File: src/rtl/sfrcb_pkg.sv
/*
 * Package for the special function register control bank: register byte
 * addresses, field positions, reset values, pin drive codes and carriers.
 * Assumes a 32-bit AXI4-Lite register bus; each register is one word.
 */
package sfrcb_pkg;

    // Register byte addresses
    localparam logic [7:0] SFRCB_P1A_ADDR  = 8'h00; // Port 1 config A
    localparam logic [7:0] SFRCB_P1B_ADDR  = 8'h04; // Port 1 config B
    localparam logic [7:0] SFRCB_P2A_ADDR  = 8'h08; // Port 2 config A
    localparam logic [7:0] SFRCB_P2B_ADDR  = 8'h0c; // Port 2 config B
    localparam logic [7:0] SFRCB_P3A_ADDR  = 8'h10; // Port 3 config A
    localparam logic [7:0] SFRCB_P3B_ADDR  = 8'h14; // Port 3 config B
    localparam logic [7:0] SFRCB_POWER_CONTROL_ADDR = 8'h18; // Power control
    localparam logic [7:0] SFRCB_PSW_ADDR  = 8'h1c; // Status word
    localparam logic [7:0] SFRCB_PWM_BASE  = 8'h20; // Pulse control 0
    localparam logic [7:0] SFRCB_PWM_LAST  = 8'h30; // Pulse control 4
    localparam int         SFRCB_ADDR_W    = 8;     // Decoded address bits

    // Power control fields
    localparam int SFRCB_PC_AUXOFF = 7; // Aux RAM off
    localparam int SFRCB_PC_QUIET  = 6; // Emission quiet
    localparam int SFRCB_PC_WDOG   = 4; // Watchdog on
    localparam int SFRCB_PC_UF1    = 3; // User flag one
    localparam int SFRCB_PC_UF0    = 2; // User flag zero
    localparam int SFRCB_PC_SLEEP  = 1; // Deep sleep request
    localparam int SFRCB_PC_HALT   = 0; // Cpu halt request

    // Status word fields (bank select at 4:3)
    localparam int SFRCB_PSW_BS_LO = 3; // Bank select low bit
    localparam int SFRCB_BANK_SH   = 3; // Bank base = select times eight

    // Pulse control fields
    localparam int SFRCB_PW_ON     = 7; // Pulse enable bit
    localparam int SFRCB_PW_HT_W   = 6; // High time width

    // Reset values
    localparam logic [7:0] SFRCB_CFG_RST  = 8'hff; // Quasi-bidirectional
    localparam logic [7:0] SFRCB_ZERO_RST = 8'h00; // Other registers

    // AXI responses
    localparam logic [1:0] SFRCB_RESP_OK  = 2'h0; // OKAY
    localparam logic [1:0] SFRCB_RESP_ERR = 2'h2; // SLVERR

    // Pin drive codes, B bit over A bit
    typedef enum logic [1:0] {
        SFRCB_OPEN_DRAIN = 2'h0,
        SFRCB_QUASI_BIDI = 2'h1,
        SFRCB_HIGH_Z     = 2'h2,
        SFRCB_PUSH_PULL  = 2'h3
    } sfrcb_drive_t;

    // Per-port drive code vector
    typedef struct packed {
        sfrcb_drive_t [7:0] pin;
    } sfrcb_port_mode_t;

    // Power control steering outputs
    typedef struct packed {
        logic aux_ram_off;
        logic emission_quiet;
        logic watchdog_on;
        logic deep_sleep_request;
        logic cpu_halt_request;
    } sfrcb_power_t;

endpackage : sfrcb_pkg

File: src/rtl/sfrcb_pwm.sv
/*
 * One pulse width channel: 64-step period, high for the programmed count.
 * Assumes the enable and high time come from the register bank registers.
 */
`timescale 1ns/100ps
`default_nettype none
module sfrcb_pwm #(
    parameter int HT_W = 6                   // High time width
) (
    input  wire logic            aclk,       // Core clock
    input  wire logic            aresetn,    // Sync reset, active low
    input  wire logic            enable,     // Channel enable
    input  wire logic [HT_W-1:0] high_time,  // High steps per period
    output logic                 pwm_out     // Registered pulse output
);
    import sfrcb_pkg::*;

    // All channel state in one struct
    typedef struct packed {
        logic [HT_W-1:0] step;
        logic            out;
    } sfrcb_pwm_st_t;

    sfrcb_pwm_st_t st_r;  // Registered state
    sfrcb_pwm_st_t st_nxt; // Next state

    // Counter wraps every 2**HT_W steps; output high while step < value
    always_comb begin
        st_nxt = st_r;
        if (!enable) begin                       // Idle, counter parked [RULE_10]
            st_nxt.step = '0;
            st_nxt.out  = 1'b0;
        end else begin
            st_nxt.step = st_r.step + 1'b1;      // [RULE_14]
            st_nxt.out  = (st_r.step < high_time); // [RULE_11]
        end
    end

    // State register
    always_ff @(posedge aclk) begin
        if (!aresetn) begin
            st_r <= '0;
        end else begin
            st_r <= st_nxt;
        end
    end

    assign pwm_out = st_r.out;

    // A disabled channel is low two cycles later
    off_low_a: assert property (@(posedge aclk) disable iff (!aresetn)
        !enable ##1 !enable |=> !pwm_out) // [RULE_10]
        else $error("Disabled channel still drives high");

    // Zero high time never drives high
    zero_low_a: assert property (@(posedge aclk) disable iff (!aresetn)
        $stable(high_time) && high_time == '0 && enable |=> !pwm_out) // [RULE_14]
        else $error("Zero high time gave high output");

endmodule : sfrcb_pwm
`default_nettype wire

File: src/rtl/sfrcb_bank.sv
/*
 * Special function register control bank: port drive config for ports
 * 1 to 3, power control, status word bank select and five pulse channels.
 * Assumes an AXI4-Lite master on aclk; steered units sit outside.
 */
// Design decisions made here: register access over AXI4-Lite and the register offsets.
// What this block does
// RULE_01 - Pin config from B bit and A bit
// RULE_02 - Codes: open-drain, quasi, high-Z, push-pull
// RULE_03 - Aux RAM off sends moves external
// RULE_04 - Emission quiet hides strobe on internal access
// RULE_05 - Deep sleep bit enters power-down
// RULE_06 - Halt bit enters idle mode
// RULE_07 - Two free user flag bits
// RULE_08 - Bank select maps working register base
// RULE_09 - Channel 0 enable takes its port pin
// RULE_10 - Channels 1-4 run only when enabled
// RULE_11 - Six-bit high time field per channel
// RULE_12 - Port 1 uses the same scheme
// RULE_13 - Disabled channel leaves pin to port
// RULE_14 - Period 64 steps, high for field
`timescale 1ns/100ps
`default_nettype none
module sfrcb_bank
    import sfrcb_pkg::*;
#(
    parameter int NPWM = 5                          // Pulse channels
) (
    input  wire logic                    aclk,          // Core clock
    input  wire logic                    aresetn,       // Sync reset
    input  wire logic [7:0]              s_axi_awaddr,  // Write address
    input  wire logic                    s_axi_awvalid, // Write addr valid
    output logic                         s_axi_awready, // Write addr ready
    input  wire logic [31:0]             s_axi_wdata,   // Write data
    input  wire logic [3:0]              s_axi_wstrb,   // Byte strobes
    input  wire logic                    s_axi_wvalid,  // Write data valid
    output logic                         s_axi_wready,  // Write data ready
    output logic [1:0]                   s_axi_bresp,   // Write response
    output logic                         s_axi_bvalid,  // Write resp valid
    input  wire logic                    s_axi_bready,  // Write resp ready
    input  wire logic [7:0]              s_axi_araddr,  // Read address
    input  wire logic                    s_axi_arvalid, // Read addr valid
    output logic                         s_axi_arready, // Read addr ready
    output logic [31:0]                  s_axi_rdata,   // Read data
    output logic [1:0]                   s_axi_rresp,   // Read response
    output logic                         s_axi_rvalid,  // Read data valid
    input  wire logic                    s_axi_rready,  // Read data ready
    input  wire logic                    internal_access, // Cycle is on-chip
    input  wire logic                    strobe_req,    // Core address strobe
    output logic                         addr_strobe,   // Strobe to pin
    output logic                         external_data_move_to_external, // Move goes off-chip
    output sfrcb_pkg::sfrcb_power_t      power_out,     // Power steering
    output logic [4:0]                   bank_base,     // Working reg base
    output sfrcb_pkg::sfrcb_port_mode_t  port1_mode,    // Port 1 drive codes
    output sfrcb_pkg::sfrcb_port_mode_t  port2_mode,    // Port 2 drive codes
    output sfrcb_pkg::sfrcb_port_mode_t  port3_mode,    // Port 3 drive codes
    output logic                         pulse_ctrl_0_owns_pin, // Channel 0 has pin
    output logic [NPWM-1:0]              pwm_out        // Channel outputs
);

    // Whole bank state in one struct
    typedef struct packed {
        logic [7:0]            p1a, p1b, p2a, p2b, p3a, p3b; // Port config
        logic [7:0]            power_control;     // Power control
        logic [7:0]            status_word;      // Status word
        logic [NPWM-1:0][7:0]  pwm;      // Pulse control
        logic                  aw_hold;  // Write address captured
        logic [7:0]            aw_addr;  // Captured write address
        logic                  w_hold;   // Write data captured
        logic [31:0]           w_data;   // Captured write data
        logic [3:0]            w_strb;   // Captured strobes
        logic                  bvalid;   // Write response pending
        logic [1:0]            bresp;    // Write response code
        logic                  rvalid;   // Read data pending
        logic [1:0]            rresp;    // Read response code
        logic [31:0]           rdata;    // Read data
    } sfrcb_bank_st_t;

    sfrcb_bank_st_t st_r;   // Registered state
    sfrcb_bank_st_t st_nxt; // Next state

    // Map two config bytes onto per-pin drive codes
    function automatic sfrcb_port_mode_t drive_map(input logic [7:0] a,
                                                   input logic [7:0] b);
        sfrcb_port_mode_t m;
        m = '0;
        for (int i = 0; i < 8; i++) begin
            m.pin[i] = sfrcb_drive_t'({b[i], a[i]}); // [RULE_01] [RULE_02]
        end
        return m;
    endfunction : drive_map

    // Is this a mapped register address
    function automatic logic addr_hit(input logic [7:0] ad);
        return (ad[1:0] == 2'h0) && (ad <= SFRCB_PWM_LAST);
    endfunction : addr_hit

    // Merge write data byte 0 into a register
    function automatic logic [7:0] merge(input logic [7:0] old,
                                         input logic [31:0] d,
                                         input logic [3:0] s);
        return s[0] ? d[7:0] : old;
    endfunction : merge

    // Read mux; bits above the byte read as zero
    function automatic logic [31:0] read_reg(input sfrcb_bank_st_t s,
                                             input logic [7:0] ad);
        logic [7:0] v;
        v = 8'h00;
        case (ad)
            SFRCB_P1A_ADDR:  v = s.p1a;
            SFRCB_P1B_ADDR:  v = s.p1b;
            SFRCB_P2A_ADDR:  v = s.p2a;
            SFRCB_P2B_ADDR:  v = s.p2b;
            SFRCB_P3A_ADDR:  v = s.p3a;
            SFRCB_P3B_ADDR:  v = s.p3b;
            SFRCB_POWER_CONTROL_ADDR: v = s.power_control; // User flags read back [RULE_07]
            SFRCB_PSW_ADDR:  v = s.status_word;
            default: begin
                for (int k = 0; k < NPWM; k++) begin
                    if (ad == SFRCB_PWM_BASE + 8'(4 * k)) begin
                        v = s.pwm[k];
                    end
                end
            end
        endcase
        return {24'h000000, v};
    endfunction : read_reg

    logic       do_write; // Both halves of a write are held
    logic [7:0] wa;       // Effective write address

    // Next-state logic: AXI handshakes and register writes
    always_comb begin
        st_nxt   = st_r;
        do_write = 1'b0;
        wa       = st_r.aw_addr;
        // Address and data taken in either order
        if (s_axi_awvalid && !st_r.aw_hold) begin
            st_nxt.aw_hold = 1'b1;
            st_nxt.aw_addr = s_axi_awaddr;
        end
        if (s_axi_wvalid && !st_r.w_hold) begin
            st_nxt.w_hold = 1'b1;
            st_nxt.w_data = s_axi_wdata;
            st_nxt.w_strb = s_axi_wstrb;
        end
        // Commit once both are held and no response is pending
        if (st_r.aw_hold && st_r.w_hold && !st_r.bvalid) begin
            do_write       = 1'b1;
            st_nxt.aw_hold = 1'b0;
            st_nxt.w_hold  = 1'b0;
            st_nxt.bvalid  = 1'b1;
            st_nxt.bresp   = addr_hit(wa) ? SFRCB_RESP_OK : SFRCB_RESP_ERR;
        end
        if (st_r.bvalid && s_axi_bready) begin
            st_nxt.bvalid = 1'b0;
        end
        if (do_write) begin
            case (wa)
                SFRCB_P1A_ADDR:  st_nxt.p1a  = merge(st_r.p1a, st_r.w_data,
                                                     st_r.w_strb);
                SFRCB_P1B_ADDR:  st_nxt.p1b  = merge(st_r.p1b, st_r.w_data,
                                                     st_r.w_strb);
                SFRCB_P2A_ADDR:  st_nxt.p2a  = merge(st_r.p2a, st_r.w_data,
                                                     st_r.w_strb);
                SFRCB_P2B_ADDR:  st_nxt.p2b  = merge(st_r.p2b, st_r.w_data,
                                                     st_r.w_strb);
                SFRCB_P3A_ADDR:  st_nxt.p3a  = merge(st_r.p3a, st_r.w_data,
                                                     st_r.w_strb);
                SFRCB_P3B_ADDR:  st_nxt.p3b  = merge(st_r.p3b, st_r.w_data,
                                                     st_r.w_strb);
                SFRCB_POWER_CONTROL_ADDR: st_nxt.power_control = merge(st_r.power_control, st_r.w_data,
                                                     st_r.w_strb); // [RULE_07]
                SFRCB_PSW_ADDR:  st_nxt.status_word  = merge(st_r.status_word, st_r.w_data,
                                                     st_r.w_strb);
                default: begin
                    for (int k = 0; k < NPWM; k++) begin
                        if (wa == SFRCB_PWM_BASE + 8'(4 * k)) begin
                            st_nxt.pwm[k] = merge(st_r.pwm[k], st_r.w_data,
                                                  st_r.w_strb);
                        end
                    end
                end
            endcase
        end
        // Read: one at a time, answered the cycle after the address
        if (s_axi_arvalid && !st_r.rvalid) begin
            st_nxt.rvalid = 1'b1;
            st_nxt.rdata  = read_reg(st_r, s_axi_araddr);
            st_nxt.rresp  = addr_hit(s_axi_araddr) ? SFRCB_RESP_OK
                                                   : SFRCB_RESP_ERR;
        end else if (st_r.rvalid && s_axi_rready) begin
            st_nxt.rvalid = 1'b0;
        end
    end

    // State register; port config resets quasi-bidirectional
    always_ff @(posedge aclk) begin
        if (!aresetn) begin
            st_r     <= '0;
            st_r.p1a <= SFRCB_CFG_RST;
            st_r.p2a <= SFRCB_CFG_RST;
            st_r.p3a <= SFRCB_CFG_RST;
        end else begin
            st_r <= st_nxt;
        end
    end

    // Bus outputs; ready while the capture slot is free
    assign s_axi_awready = !st_r.aw_hold;
    assign s_axi_wready  = !st_r.w_hold;
    assign s_axi_bvalid  = st_r.bvalid;
    assign s_axi_bresp   = st_r.bresp;
    assign s_axi_arready = !st_r.rvalid;
    assign s_axi_rvalid  = st_r.rvalid;
    assign s_axi_rdata   = st_r.rdata;
    assign s_axi_rresp   = st_r.rresp;

    // Port drive codes for all three ports
    assign port1_mode = drive_map(st_r.p1a, st_r.p1b); // [RULE_12]
    assign port2_mode = drive_map(st_r.p2a, st_r.p2b); // [RULE_01]
    assign port3_mode = drive_map(st_r.p3a, st_r.p3b); // [RULE_02]

    // Power steering bits straight from the register
    assign power_out.aux_ram_off        = st_r.power_control[SFRCB_PC_AUXOFF];
    assign power_out.emission_quiet     = st_r.power_control[SFRCB_PC_QUIET];
    assign power_out.watchdog_on        = st_r.power_control[SFRCB_PC_WDOG];
    assign power_out.deep_sleep_request = st_r.power_control[SFRCB_PC_SLEEP]; // [RULE_05]
    assign power_out.cpu_halt_request   = st_r.power_control[SFRCB_PC_HALT];  // [RULE_06]

    // Every external-data move goes off-chip when aux RAM is off
    assign external_data_move_to_external = st_r.power_control[SFRCB_PC_AUXOFF]; // [RULE_03]

    // Strobe gated on internal cycles while the quiet bit is set, to cut radiated noise
    assign addr_strobe = strobe_req &&
        !(st_r.power_control[SFRCB_PC_QUIET] && internal_access); // [RULE_04]

    // Bank base = select times eight: 00h, 08h, 10h, 18h
    assign bank_base = 5'(st_r.status_word[SFRCB_PSW_BS_LO +: 2]) << SFRCB_BANK_SH; // [RULE_08]

    // Channel 0 takes its pin only while enabled; else port keeps it
    assign pulse_ctrl_0_owns_pin = st_r.pwm[0][SFRCB_PW_ON]; // [RULE_09] [RULE_13]

    // Pulse channels
    for (genvar g = 0; g < NPWM; g++) begin : g_pwm
        sfrcb_pwm #(
            .HT_W      (SFRCB_PW_HT_W)
        ) u_pwm (
            .aclk      (aclk),
            .aresetn   (aresetn),
            .enable    (st_r.pwm[g][SFRCB_PW_ON]),          // [RULE_10]
            .high_time (st_r.pwm[g][SFRCB_PW_HT_W-1:0]),    // [RULE_11]
            .pwm_out   (pwm_out[g])
        );
    end

    // Strobe suppressed on quiet internal cycles
    quiet_strobe_a: assert property (@(posedge aclk) disable iff (!aresetn)
        power_out.emission_quiet && internal_access |-> !addr_strobe) // [RULE_04]
        else $error("Strobe active during quiet internal access");

    // Bank base follows the select field
    bank_map_a: assert property (@(posedge aclk) disable iff (!aresetn)
        bank_base == {st_r.status_word[4:3], 3'h0}) // [RULE_08]
        else $error("Bank base does not match select");

    // Push-pull when both bits set on port 2 pin 0
    drive_code_a: assert property (@(posedge aclk) disable iff (!aresetn)
        st_r.p2a[0] && st_r.p2b[0] |-> port2_mode.pin[0] == SFRCB_PUSH_PULL) // [RULE_02]
        else $error("Drive code mismatch");

    // Write to power control shows on sleep output in the cycle the response is raised
    sleep_set_a: assert property (@(posedge aclk) disable iff (!aresetn)
        do_write && wa == SFRCB_POWER_CONTROL_ADDR && st_r.w_strb[0] |=>
        power_out.deep_sleep_request == $past(st_r.w_data[SFRCB_PC_SLEEP])) // [RULE_05]
        else $error("Sleep request did not follow write");

    // Read answer arrives the cycle after the address
    read_lat_a: assert property (@(posedge aclk) disable iff (!aresetn)
        s_axi_arvalid && s_axi_arready |=> s_axi_rvalid) // [RULE_07]
        else $error("Read answer late");

    // Aux RAM off tracks the register bit
    aux_off_a: assert property (@(posedge aclk) disable iff (!aresetn)
        external_data_move_to_external == power_out.aux_ram_off) // [RULE_03]
        else $error("Move routing mismatch");

    // Pin ownership follows channel 0 enable
    pin_own_a: assert property (@(posedge aclk) disable iff (!aresetn)
        !st_r.pwm[0][SFRCB_PW_ON] |-> !pulse_ctrl_0_owns_pin) // [RULE_13]
        else $error("Pin held by disabled channel");

endmodule : sfrcb_bank
`default_nettype wire

File: config.mk
export PLATFORM = sky130hd
export DESIGN_NAME = sfrcb_bank
export DESIGN_NICKNAME = d
export VERILOG_FILES = /design/src/rtl/sfrcb_pkg.sv /design/src/rtl/sfrcb_pwm.sv /design/src/rtl/sfrcb_bank.sv
export SDC_FILE = /design/constraint.sdc
export NUM_CORES = 1
export LEC_CHECK = 0
export ABC_AREA = 1
export BUFFER_PORTS_ARGS = -buffer_cell sky130_fd_sc_hd__buf_4
export CAP_MARGIN = 20
export CORE_MARGIN = 2
export CORE_UTILIZATION = 45
export DETAILED_ROUTE_END_ITERATION = 10
export HOLD_SLACK_MARGIN = 0.12
export PLACE_DENSITY = 0.77
export SETUP_SLACK_MARGIN = 0.4
export SLEW_MARGIN = 20
export SYNTH_ARGS = -nofsm -noshare
export SYNTH_HDL_FRONTEND = slang
export SYNTH_SLANG_ARGS = --single-unit
File: constraint.sdc
create_clock -name aclk -period 1.25 [get_ports aclk]
set_input_delay 0.25 -clock aclk [delete_from_list [all_inputs] [get_ports aclk]]
set_output_delay 0.25 -clock aclk [all_outputs]
set_load 0.005 [all_outputs]
==> metrics.md, run 1 <==
| Metric | Value |
|---|---|
| Status | `finished with violations` |
| Violated checks | `setup timing` |
| DR WL met2 | `16200 um` |
| Post-route ant nets | `0` |
| Largest net degree at the start of global routing | `29` |
| Share of cells above drive strength 1 | `0.556` |
| Top delay family on crit path | `buffers and inverters` |
| Seq/Total Area, Yosys | `0.405` |
| Via count | `between 9000 and 10000` |
| Startpoint types | `register` |
| Yosys top cell area share | `0.405` |
| Critical Path Sink Type | `register` |
| CTS Buf Count | `17` |
| Final total power | `approximately 0.013 W` |
| Clock latency on the worst-skew pair | `0.45 ns` |
| H-tree depth | `4` |
| Max incr delay on CP | `0.34 ns` |
| DR top layer | `met4` |
| Worst vdd ir | `0.000973 V` |
| Initial Utilization | `0.462` |
| Gate Count Post-Synth | `1102` |
| DR DRC count | `0` |
| TritonCTS clock tree | `done` |
| # setup viols final | `115` |
| HP Class | `in -> reg` |
| Root Buffer | `clkbuf_16` |
| Multi-input gate area | `0.00502 mm^2` |
| Final setup skew | `0.0155 ns` |
| Cell Area, Synth | `0.00839 mm^2` |
| Cell count after placement | `between 1000 and 1500` |
| Non-Filler Instances | `1573` |
| Distinct cells, synth | `37` |
| All-Layer GR Usage | `0.273` |
| CTS sink cnt | `170` |
| Area leader, netlist | `dfxtp_1` |
| Chip height | `roughly 140 um` |
| WL met3 | `4320 um` |
| Area Overhead vs Synth | `57.3%` |
| CP Buf/Inv Count | `3` |
| Routed Wire Length | `35400 um` |
| Pre-Repair DR Iteration Count | `7` |
| Routability cong. | `0.897` |
| Crit path time final | `1.80 ns` |
| ANT cells | `0` |
| Worst setup margin | `-0.551 ns` |
| Power density cells | `968 mW/mm^2` |
| Final Cycle Share | `1.44` |
| DRT iter0 DRCs | `1188` |
| Clock slew at reported path FFs | `around 0.070 ns` |
| First-pass GRT wire length | `42800 um` |
| Die X | `141 um` |
| Row cnt | `49` |
| Met1 WL | `~12000 um` |
| Detailed placer's ending HPWL | `around 17000 um` |
| Max-cap violations | `0` |
| Synthesized area per cell | `7.62 um^2` |
| FILL cells | `approximately 1000` |
| Antenna violations before repair | `0` |
| Final hold violation count | `0` |
| Max Fclk | `555 MHz` |
| Wire per inst | `about 22 um` |
| WP data arrival | `2.13 ns` |
| Critical path class | `reg -> reg` |
| CP max stage cell | `dfxtp_2` |
| Clk buf depth | `2` |
| Unrepaired setup endpoints after global routing | `yes` |
| CP Cell Sequence | `nor2_4, buf_4, nand3_2, inv_2, nand2_8, buf_8, o21ai_2, a21oi_1` |
| Grt ovf | `0` |
| Yosys reg bits | `170` |
| Die Area | `0.0198 mm^2` |
| Leakage power | `5.58 nW` |
| Nets | `between 1000 and 1500` |
| YS warnings | `0` |
| Critical path peak fanout | `6` |
| Core box area | `0.0181 mm^2` |
| Via density | `between 6 and 7` |
| Largest cells by area after synthesis | `dfxtp_1, buf_4, nand2_1` |
| PortBufs | `111` |
| Number of global-route vias before repair | `around 8200` |
| Io pins | `~170` |
| Worst Path Required | `1.57 ns` |
| FF+latch area | `approximately 0.0036 mm^2` |
| Count of pins over their slew limit | `0` |
layer usage:
layer | up-vias | GRT usage
met5 | - | 0
met4 | 0 | 0.116
met3 | 282 | 0.0713
met2 | 878 | 0.450
met1 | 4458 | 0.340
li1 | 3967 | -
flip-flops by register name (all words and copies together) (netlist names):
name	flops
st_r	59
g_pwm.u_pwm.st_r	30
port1_mode	16
port2_mode	16
port3_mode	16
s_axi_rdata	8
wa	8
g_pwm.u_pwm.pwm_out	5
power_out	4
bank_base	2
external_data_move_to_external	1
pulse_ctrl_0_owns_pin	1
s_axi_bresp	1
s_axi_bvalid	1
s_axi_rresp	1
s_axi_rvalid	1
cells by family (layout without fill, tap and decap cells):
logic type                 after synthesis  after routing  share of synthesized area
DFF                                    170            170                      0.405
AOI/OAI and AO/OA                      284            284                      0.186
other                                    1             29                   0.000447
xor gates and xnor gates                 5              5                    0.00522
adders and majority gates               30             30                     0.0447
and+or+nand+nor                        372            373                      0.198
buffers and inverters                  240            453                      0.160
final timing paths:
path                                from                      to  slack, ns  depth (start not counted)
setup / recovery                   wa[1]          port1_mode[13]      -0.55                          8
hold / removal            s_axi_wdata[5]                st_r[47]       0.12                          3
setup reg to reg                   wa[1]          port1_mode[13]      -0.55                          8
hold reg to reg   g_pwm[4].u_pwm.st_r[1]  g_pwm[4].u_pwm.st_r[1]       0.46                          1
final cells by class:
class / count / area share
timing repair buffer: 318 / 0.245
inverter: 102 / 0.0325
clock buffer: 20 / 0.0362
sequential: 170 / 0.273
multi-input combinational: 721 / 0.380
clock inverter: 12 / 0.0116
tap: 229 / 0.0217
timing repair inverter: 1 / 0.000474
power by group:
| group | total, W | switching, W | internal [W] |
|---|---|---|---|
| sequential | 0.00556 | 0.0000935 | 0.00547 |
| clock | 0.00576 | 0.00253 | 0.00323 |
| combinational | 0.00146 | 0.000853 | 0.000604 |
| total | 0.0128 | 0.00347 | 0.00930 |
cell usage in the layout (no fill, tap or decap), types with 6 or more instances in the layout:
cell type / count
nor2_2: 21
buf_6: 107
dfxtp_4: 19
clkbuf_16: 21
o21ai_2: 35
nand3_2: 12
buf_4: 169
nand2_2: 39
o211ai_1: 29
o21ai_0: 27
nand2_1: 127
a21oi_2: 46
a21oi_1: 73
dfxtp_2: 101
inv_2: 28
o21ai_1: 64
nand2_4: 14
inv_1: 65
dlygate4sd3_1: 11
nor3_1: 6
nand3_1: 27
nor2_4: 24
buf_12: 24
nor2_1: 75
ha_4: 26
conb_1: 29
nand3_4: 11
dfxtp_1: 50
stage by stage:
| stage | utilization | cell area (um^2) | setup TNS [ns] | setup slack, ns | hold WS (ns) |
|---|---|---|---|---|---|
| after floorplan | - | 9030 | -7.47 | -0.130 | 0.384 |
| after global placement | 0.547 | 9920 | -17.63 | -0.381 | 0.443 |
| after detailed placement | 0.547 | 9920 | -20.15 | -0.413 | 0.456 |
| after CTS | 0.658 | 11900 | -16.85 | -0.233 | 0.122 |
| after global routing | 0.727 | 13200 | -38.77 | -0.591 | 0.120 |
| final | 0.727 | 13200 | -32.60 | -0.551 | 0.115 |
synthesized netlist by cell type:
master / count
nand4_1: 1
nor2_4: 9
conb_1: 1
buf_2: 5
nor3_4: 1
nor3_1: 12
nand3_1: 47
a21boi_0: 5
clkbuf_1: 25
o21ai_1: 18
dfxtp_1: 170
a41oi_1: 1
buf_6: 6
nor2_8: 2
nand2_4: 1
buf_1: 1
buf_8: 1
ha_1: 30
nand2_2: 2
o21a_1: 2
nor3_2: 1
inv_2: 4
o21ai_2: 1
nand2_1: 180
xnor2_1: 5
o211ai_1: 29
clkinv_1: 1
nor2_2: 3
inv_1: 97
buf_4: 100
nor2_1: 108
a21oi_1: 107
nand4_4: 1
nand3_2: 3
o21ai_0: 109
nand3b_4: 1
a21oi_2: 12
worst min-delay path: stages:
cell and delay, ns:
buf_4 0.08, o21ai_1 0.07, a21oi_1 0.12
timing repair:
| action | CTS | global route |
|---|---|---|
| resized for setup | 245 | 255 |
| cloned | 2 | 5 |
| hold endpoints to repair | 11 | 0 |
| endpoints found under the setup margin | 238 | 242 |
| pin swaps | 33 | 88 |
| hold buffers | 11 | 0 |
| buffers inserted | 78 | 42 |
Note: power is estimated with default switching activity, not from simulation.
==> run 2: changes to the inputs <==
- BUFFER_PORTS_ARGS: -buffer_cell sky130_fd_sc_hd__buf_4 -> -buffer_cell sky130_fd_sc_hd__buf_2
- CAP_MARGIN: 20 -> default
==> metrics.md, run 2 (synthesis gave the netlist of run 1 again) <==
| Metric | Value |
|---|---|
| Via density | `6.11` |
| Routed Wire Length | `about 36000 um` |
| Placed cell area | `0.00951 mm^2` |
| Nets | `1425` |
| Max Fclk | `~550 MHz` |
| Worst vdd ir | `0.00109 V` |
| Number of global-route vias before repair | `between 8000 and 9000` |
| Unrepaired setup endpoints after global routing | `yes` |
| Die X | `141 um` |
| FF+latch area | `0.00359 mm^2` |
| Detailed placer's ending HPWL | `about 17000 um` |
| Post-route ant nets | `0` |
| Core box area | `0.0181 mm^2` |
| Critical path class | `reg -> reg` |
| Share of cells above drive strength 1 | `0.552` |
| Area Overhead vs Synth | `52.4%` |
| Commonest non-fill, non-tap cells in the layout | `buf_4, nand2_1, dfxtp_2` |
| Non-Filler Instances | `1576` |
| CP Cell Sequence | `inv_2, nor2_4, nand2_4, nor2_8, buf_6, nand3b_4, nor2_4, buf_12, buf_12, o21ai_0, a21oi_2` |
| Clk buf depth | `2` |
| Chip height | `141 um` |
| Max-cap violations | `0` |
| Via count | `~9600` |
| Clock slew at reported path FFs | `0.07 ns` |
| DRT iter0 DRCs | `around 1300` |
| Final setup skew | `between 0.01 and 0.015 ns` |
| Startpoint types | `register` |
| Worst Path Required | `1.62 ns` |
| Violated checks | `setup timing` |
| All-Layer GR Usage | `0.269` |
| Count of pins over their slew limit | `0` |
| TritonCTS clock tree | `done` |
| Critical path peak fanout | `7` |
| Multi-input gate area | `0.00508 mm^2` |
| Crit path time final | `between 1.5 and 2 ns` |
| DR DRC count | `0` |
| Io pins | `168` |
| HP Class | `in -> reg` |
| Leakage power | `5.48 nW` |
| Row cnt | `49` |
| Die Area | `0.0198 mm^2` |
| Worst setup margin | `-0.571 ns` |
| Final non-filler cell area | `~0.013 mm^2` |
| CTS sink cnt | `170` |
| Max reg flops | `59` |
| Pre-Repair DR Iteration Count | `6` |
| WP data arrival | `2.19 ns` |
| Biggest register | `st_r` |
| Antenna violations before repair | `0` |
| Final hold violation count | `0` |
| Routability cong. | `0.920` |
| Root Buffer | `clkbuf_16` |
| FILL cells | `1087` |
| Cell count after placement | `1399` |
| First-pass GRT wire length | `41800 um` |
| Final Cycle Share | `1.46` |
| PortBufs | `around 110` |
| Commonest non-fill, non-tap cell in the layout | `buf_4` |
| Largest net degree at the start of global routing | `48` |
| # setup viols final | `113` |
| Clock latency on the worst-skew pair | `0.45 ns` |
| Critical Path Sink Type | `register` |
| CTS Buf Count | `17` |
| CP max stage cell | `dfxtp_2` |
| Power density cells | `957 mW/mm^2` |
| Wire per inst | `22.7 um` |
| Max incr delay on CP | `roughly 0.34 ns` |
| Status | `finished with violations` |
| Initial Utilization | `0.462` |
| Grt ovf | `0` |
| R2r setup slk | `-0.57 ns` |
| H-tree depth | `4` |
| Largest registers | `st_r (59), g_pwm.u_pwm.st_r (30)` |
==> run 2: changes by cell type in the layout (fill, tap and decap cells not counted), moves of 7 or more <==
cell | previous run | this run
inv_1 | 65 | 73
o21ai_4 | 2 | 11
o21ai_1 | 64 | 38
buf_2 | 0 | 68
o21ai_0 | 27 | 41
nor2_2 | 21 | 13
buf_12 | 24 | 16
buf_4 | 169 | 153
buf_6 | 107 | 66
inv_2 | 28 | 21
==> run 2: area by class of cell <==
| class | count | area share |
|---|---|---|
| Multi-Input combinational cell | 721 | 0.398 |
| Sequential cell | 170 | 0.281 |
| Timing Repair Buffer | 322 | 0.222 |
| Clock buffer | 18 | 0.0336 |
| Inverter | 102 | 0.0326 |
| Tap cell | 229 | 0.0224 |
| Clock inverter | 13 | 0.0109 |
| Antenna cell | 1 | 0.000196 |
==> run 2: path summary, 6_finish.rpt <==
path	startpoint	endpoint	depth (start not counted)
min	s_axi_wdata[4]	st_r[46]	3
max reg2reg	st_r[74]	st_r[108]	11
max	st_r[74]	st_r[108]	11
min reg2reg	g_pwm[1].u_pwm.st_r[1]	g_pwm[1].u_pwm.st_r[1]	1
==> run 2: critical path: cells and delay by family (launching register included) <==
family                 cells  cell delay [ns]
AND/OR/NAND/NOR            5             0.67
buffers and inverters      4             0.43
flip-flops                 1             0.34
AO/OA/AOI/OAI              2             0.31
==> run 2: power breakdown <==
part | internal (W) | leakage, nW | switching, W
sequential | 0.00547 | 1.41 | 0.0000935
clock | 0.00279 | 0.272 | 0.00252
combinational | 0.000516 | 3.79 | 0.000853
==> run 2: through the flow <==
stage                     setup slack (ns)  hold slack [ns]  TNS [ns]   util  power, W
final                               -0.571            0.144    -40.72  0.705    0.0122
after detailed placement            -0.443            0.450    -19.41  0.524   0.00658
after global routing                -0.624            0.149    -46.63  0.705    0.0125
after floorplan                     -0.130            0.384     -7.47      -   0.00627
after global placement              -0.429            0.445    -17.39  0.524   0.00657
after CTS                           -0.240            0.125    -19.43  0.618    0.0118
==> run 2: per-layer routing <==
metal  global-route usage  vias up  wire (um)
met2                0.435      898      16300
met3               0.0659      300       4170
li1                     -     3978          -
met5                    0        -          0
met1                0.339     4459      12400
met4                0.133        0       2860
==> run 2: repair_timing <==
| action | CTS | global route |
|---|---|---|
| endpoints found under the hold margin | 12 | 0 |
| gates resized for setup | 161 | 286 |
| setup buffers | 68 | 57 |
| setup endpoints to repair | 237 | 242 |
| hold buffers | 12 | 0 |
| pin swaps | 34 | 79 |
| cloned | 3 | 5 |
==> run 3: changes to the inputs <==
- CORE_UTILIZATION: 45 -> 55
- PLACE_DENSITY: 0.77 -> 0.87
- clock period: 1.25 -> 1.79 ns (I/O delays scaled with it)
==> metrics.md, run 3 (synthesis gave the netlist of run 1 again) <==
| Metric | Value |
|---|---|
| Status | `completed` |
| Max-cap violations | `0` |
| Area Overhead vs Synth | `16.8%` |
| Crit path launch | `wa[6]` |
| Sequential share of power | `0.464` |
| Biggest register | `st_r` |
| Final total power | `0.00841 W` |
| Grt ovf | `0` |
| Initial Utilization | `0.558` |
| Clk buf depth | `2` |
| Largest net degree at the start of global routing | `39` |
| Final setup skew | `0.0172 ns` |
| Row cnt | `45` |
| Routed Wire Length | `26000 um` |
| # setup viols final | `0` |
| Number of global-route vias before repair | `7264` |
| Switching part of the total power | `0.244` |
| PortBufs | `111` |
| Worst slew pin tran | `0.684 ns` |
| Wire per inst | `roughly 19 um` |
| Psw | `0.00206 W` |
| Largest registers | `st_r (59), g_pwm.u_pwm.st_r (30)` |
| Via count | `8341` |
| Unrepaired setup endpoints after global routing | `yes` |
| Worst vdd ir | `between 0.0007 and 0.0008 V` |
| Antenna violations before repair | `1` |
| TritonCTS clock tree | `done` |
| Int Power | `0.00636 W` |
| Clock slew at reported path FFs | `0.07 ns` |
| Critical path class | `reg -> reg` |
| DRT iter0 DRCs | `1363` |
| Leakage power | `approximately 4.4 nW` |
| DR DRC count | `0` |
| Worst rel slew slack | `0.544` |
| Detailed placer's ending HPWL | `15300 um` |
| Root Buffer | `clkbuf_16` |
| Core box area | `0.0150 mm^2` |
| Power density cells | `858 mW/mm^2` |
| Share of cells above drive strength 1 | `0.250` |
| Via density | `6.03` |
| Comb power frac | `0.078` |
| Die X | `128 um` |
| Max reg flops | `59` |
| H-tree depth | `4` |
| Critical Path Sink Type | `register` |
| Post-cts hold buffer count | `0` |
| Clock latency on the worst-skew pair | `0.44 ns` |
| Count of pins over their slew limit | `0` |
| Commonest non-fill, non-tap cell in the layout | `nand2_1` |
| First-pass GRT wire length | `36500 um` |
| HP Class | `in -> reg` |
| All-Layer GR Usage | `0.286` |
| Crit path time final | `approximately 1.7 ns` |
| R2r startpoint | `wa[6]` |
| CTS Buf Count | `17` |
| FF+latch area | `0.00342 mm^2` |
| Final Cycle Share | `0.946` |
| Post-route ant nets | `0` |
| FILL cells | `1111` |
| Chip height | `128 um` |
| TNS Setup | `0 ns` |
| WP data arrival | `2.05 ns` |
| Io pins | `168` |
| Clock network fraction of total power | `0.458` |
| CTS sink cnt | `170` |
| Final hold violation count | `0` |
| Pre-Repair DR Iteration Count | `6` |
| Critical path peak fanout | `16` |
| Nets | `about 1300` |
| Multi-input gate area | `0.00397 mm^2` |
| Routability cong. | `roughly 0.94` |
| Commonest non-fill, non-tap cells in the layout | `nand2_1, dfxtp_1, buf_2` |
| Worst Path Required | `between 2 and 2.5 ns` |
| Startpoint types | `register` |
| Die Area | `0.0163 mm^2` |
| Hold Crit Start | `s_axi_awaddr[0]` |
| Max Fclk | `slightly below 600 MHz` |
## run 3: cell types whose count changed in the layout (fill, tap and decap cells not counted), sizes merged
| cell | delta |
|---|---|
| buf | -138 |
| bufinv | +2 |
| clkinv | +1 |
| clkinvlp | -2 |
| dlygate4sd3 | -12 |
| inv | -3 |
## run 3: what timing repair did
item | 4_1_cts | 5_1_grt
hold endpoints to repair | 0 | 0
setup endpoints to repair | 106 | 121
gates cloned | 1 | 3
resized for setup | 37 | 64
pin swaps | 17 | 14
setup buffers | 15 | 15
## run 3: path summary, 6_finish.rpt
| kind | end | depth (start not counted) | slack, ns |
|---|---|---|---|
| max reg2reg | st_r[99] | 8 | 0.1 |
| max | st_r[99] | 8 | 0.1 |
| min | wa[0] | 3 | 0.15 |
| min reg2reg | g_pwm[3].u_pwm.st_r[1] | 1 | 0.46 |
## run 3: critical path: stages (launching register included)
cell	delay (ns)
dfxtp_4	0.37
nor2_8	0.17
buf_6	0.13
nand3_2	0.05
nand3b_4	0.25
nor2_4	0.18
buf_12	0.16
o21ai_0	0.12
a21oi_1	0.17
## run 3: cell type report
cell class	count	share of cell area
Antenna cell	1	0.000255
Clock buffer	21	0.0480
Clock inverter	11	0.0144
Inverter	102	0.0402
Multi-Input combinational cell	721	0.405
Sequential cell	170	0.349
Tap cell	188	0.0240
Timing Repair Buffer	169	0.119
## run 3: through the flow
stage                     area (um^2)  instances  worst slack (ns)  utilization  hold slack (ns)
after global routing             9800       1382            0.0187        0.652            0.161
after CTS                        9490       1364             0.248        0.631            0.151
after detailed placement         8540       1316            0.0319        0.568            0.452
final                            9800       1383            0.0975        0.652            0.154
after floorplan                  8510       1130             0.403            -            0.430
after global placement           8540       1316            0.0684        0.568            0.443
## run 3: routing by layer
layer	up-vias	GRT usage	share of wire
li1	3662	-	-
met1	3778	0.365	0.37
met5	-	0	0
met2	712	0.456	0.45
met4	0	0.119	0.063
met3	189	0.0796	0.12
## run 3: power groups by stage
| stage | clock (W) | sequential (W) | combinational [W] |
|---|---|---|---|
| 3_3_place_gp | 0 | 0.00397 | 0.000468 |
| 3_5_place_dp | 0 | 0.00397 | 0.000480 |
| 2_1_floorplan | 0 | 0.00396 | 0.000370 |
| 5_1_grt | 0.00402 | 0.00390 | 0.000685 |
| 6_report | 0.00386 | 0.00390 | 0.000652 |
| 4_1_cts | 0.00385 | 0.00389 | 0.000513 |
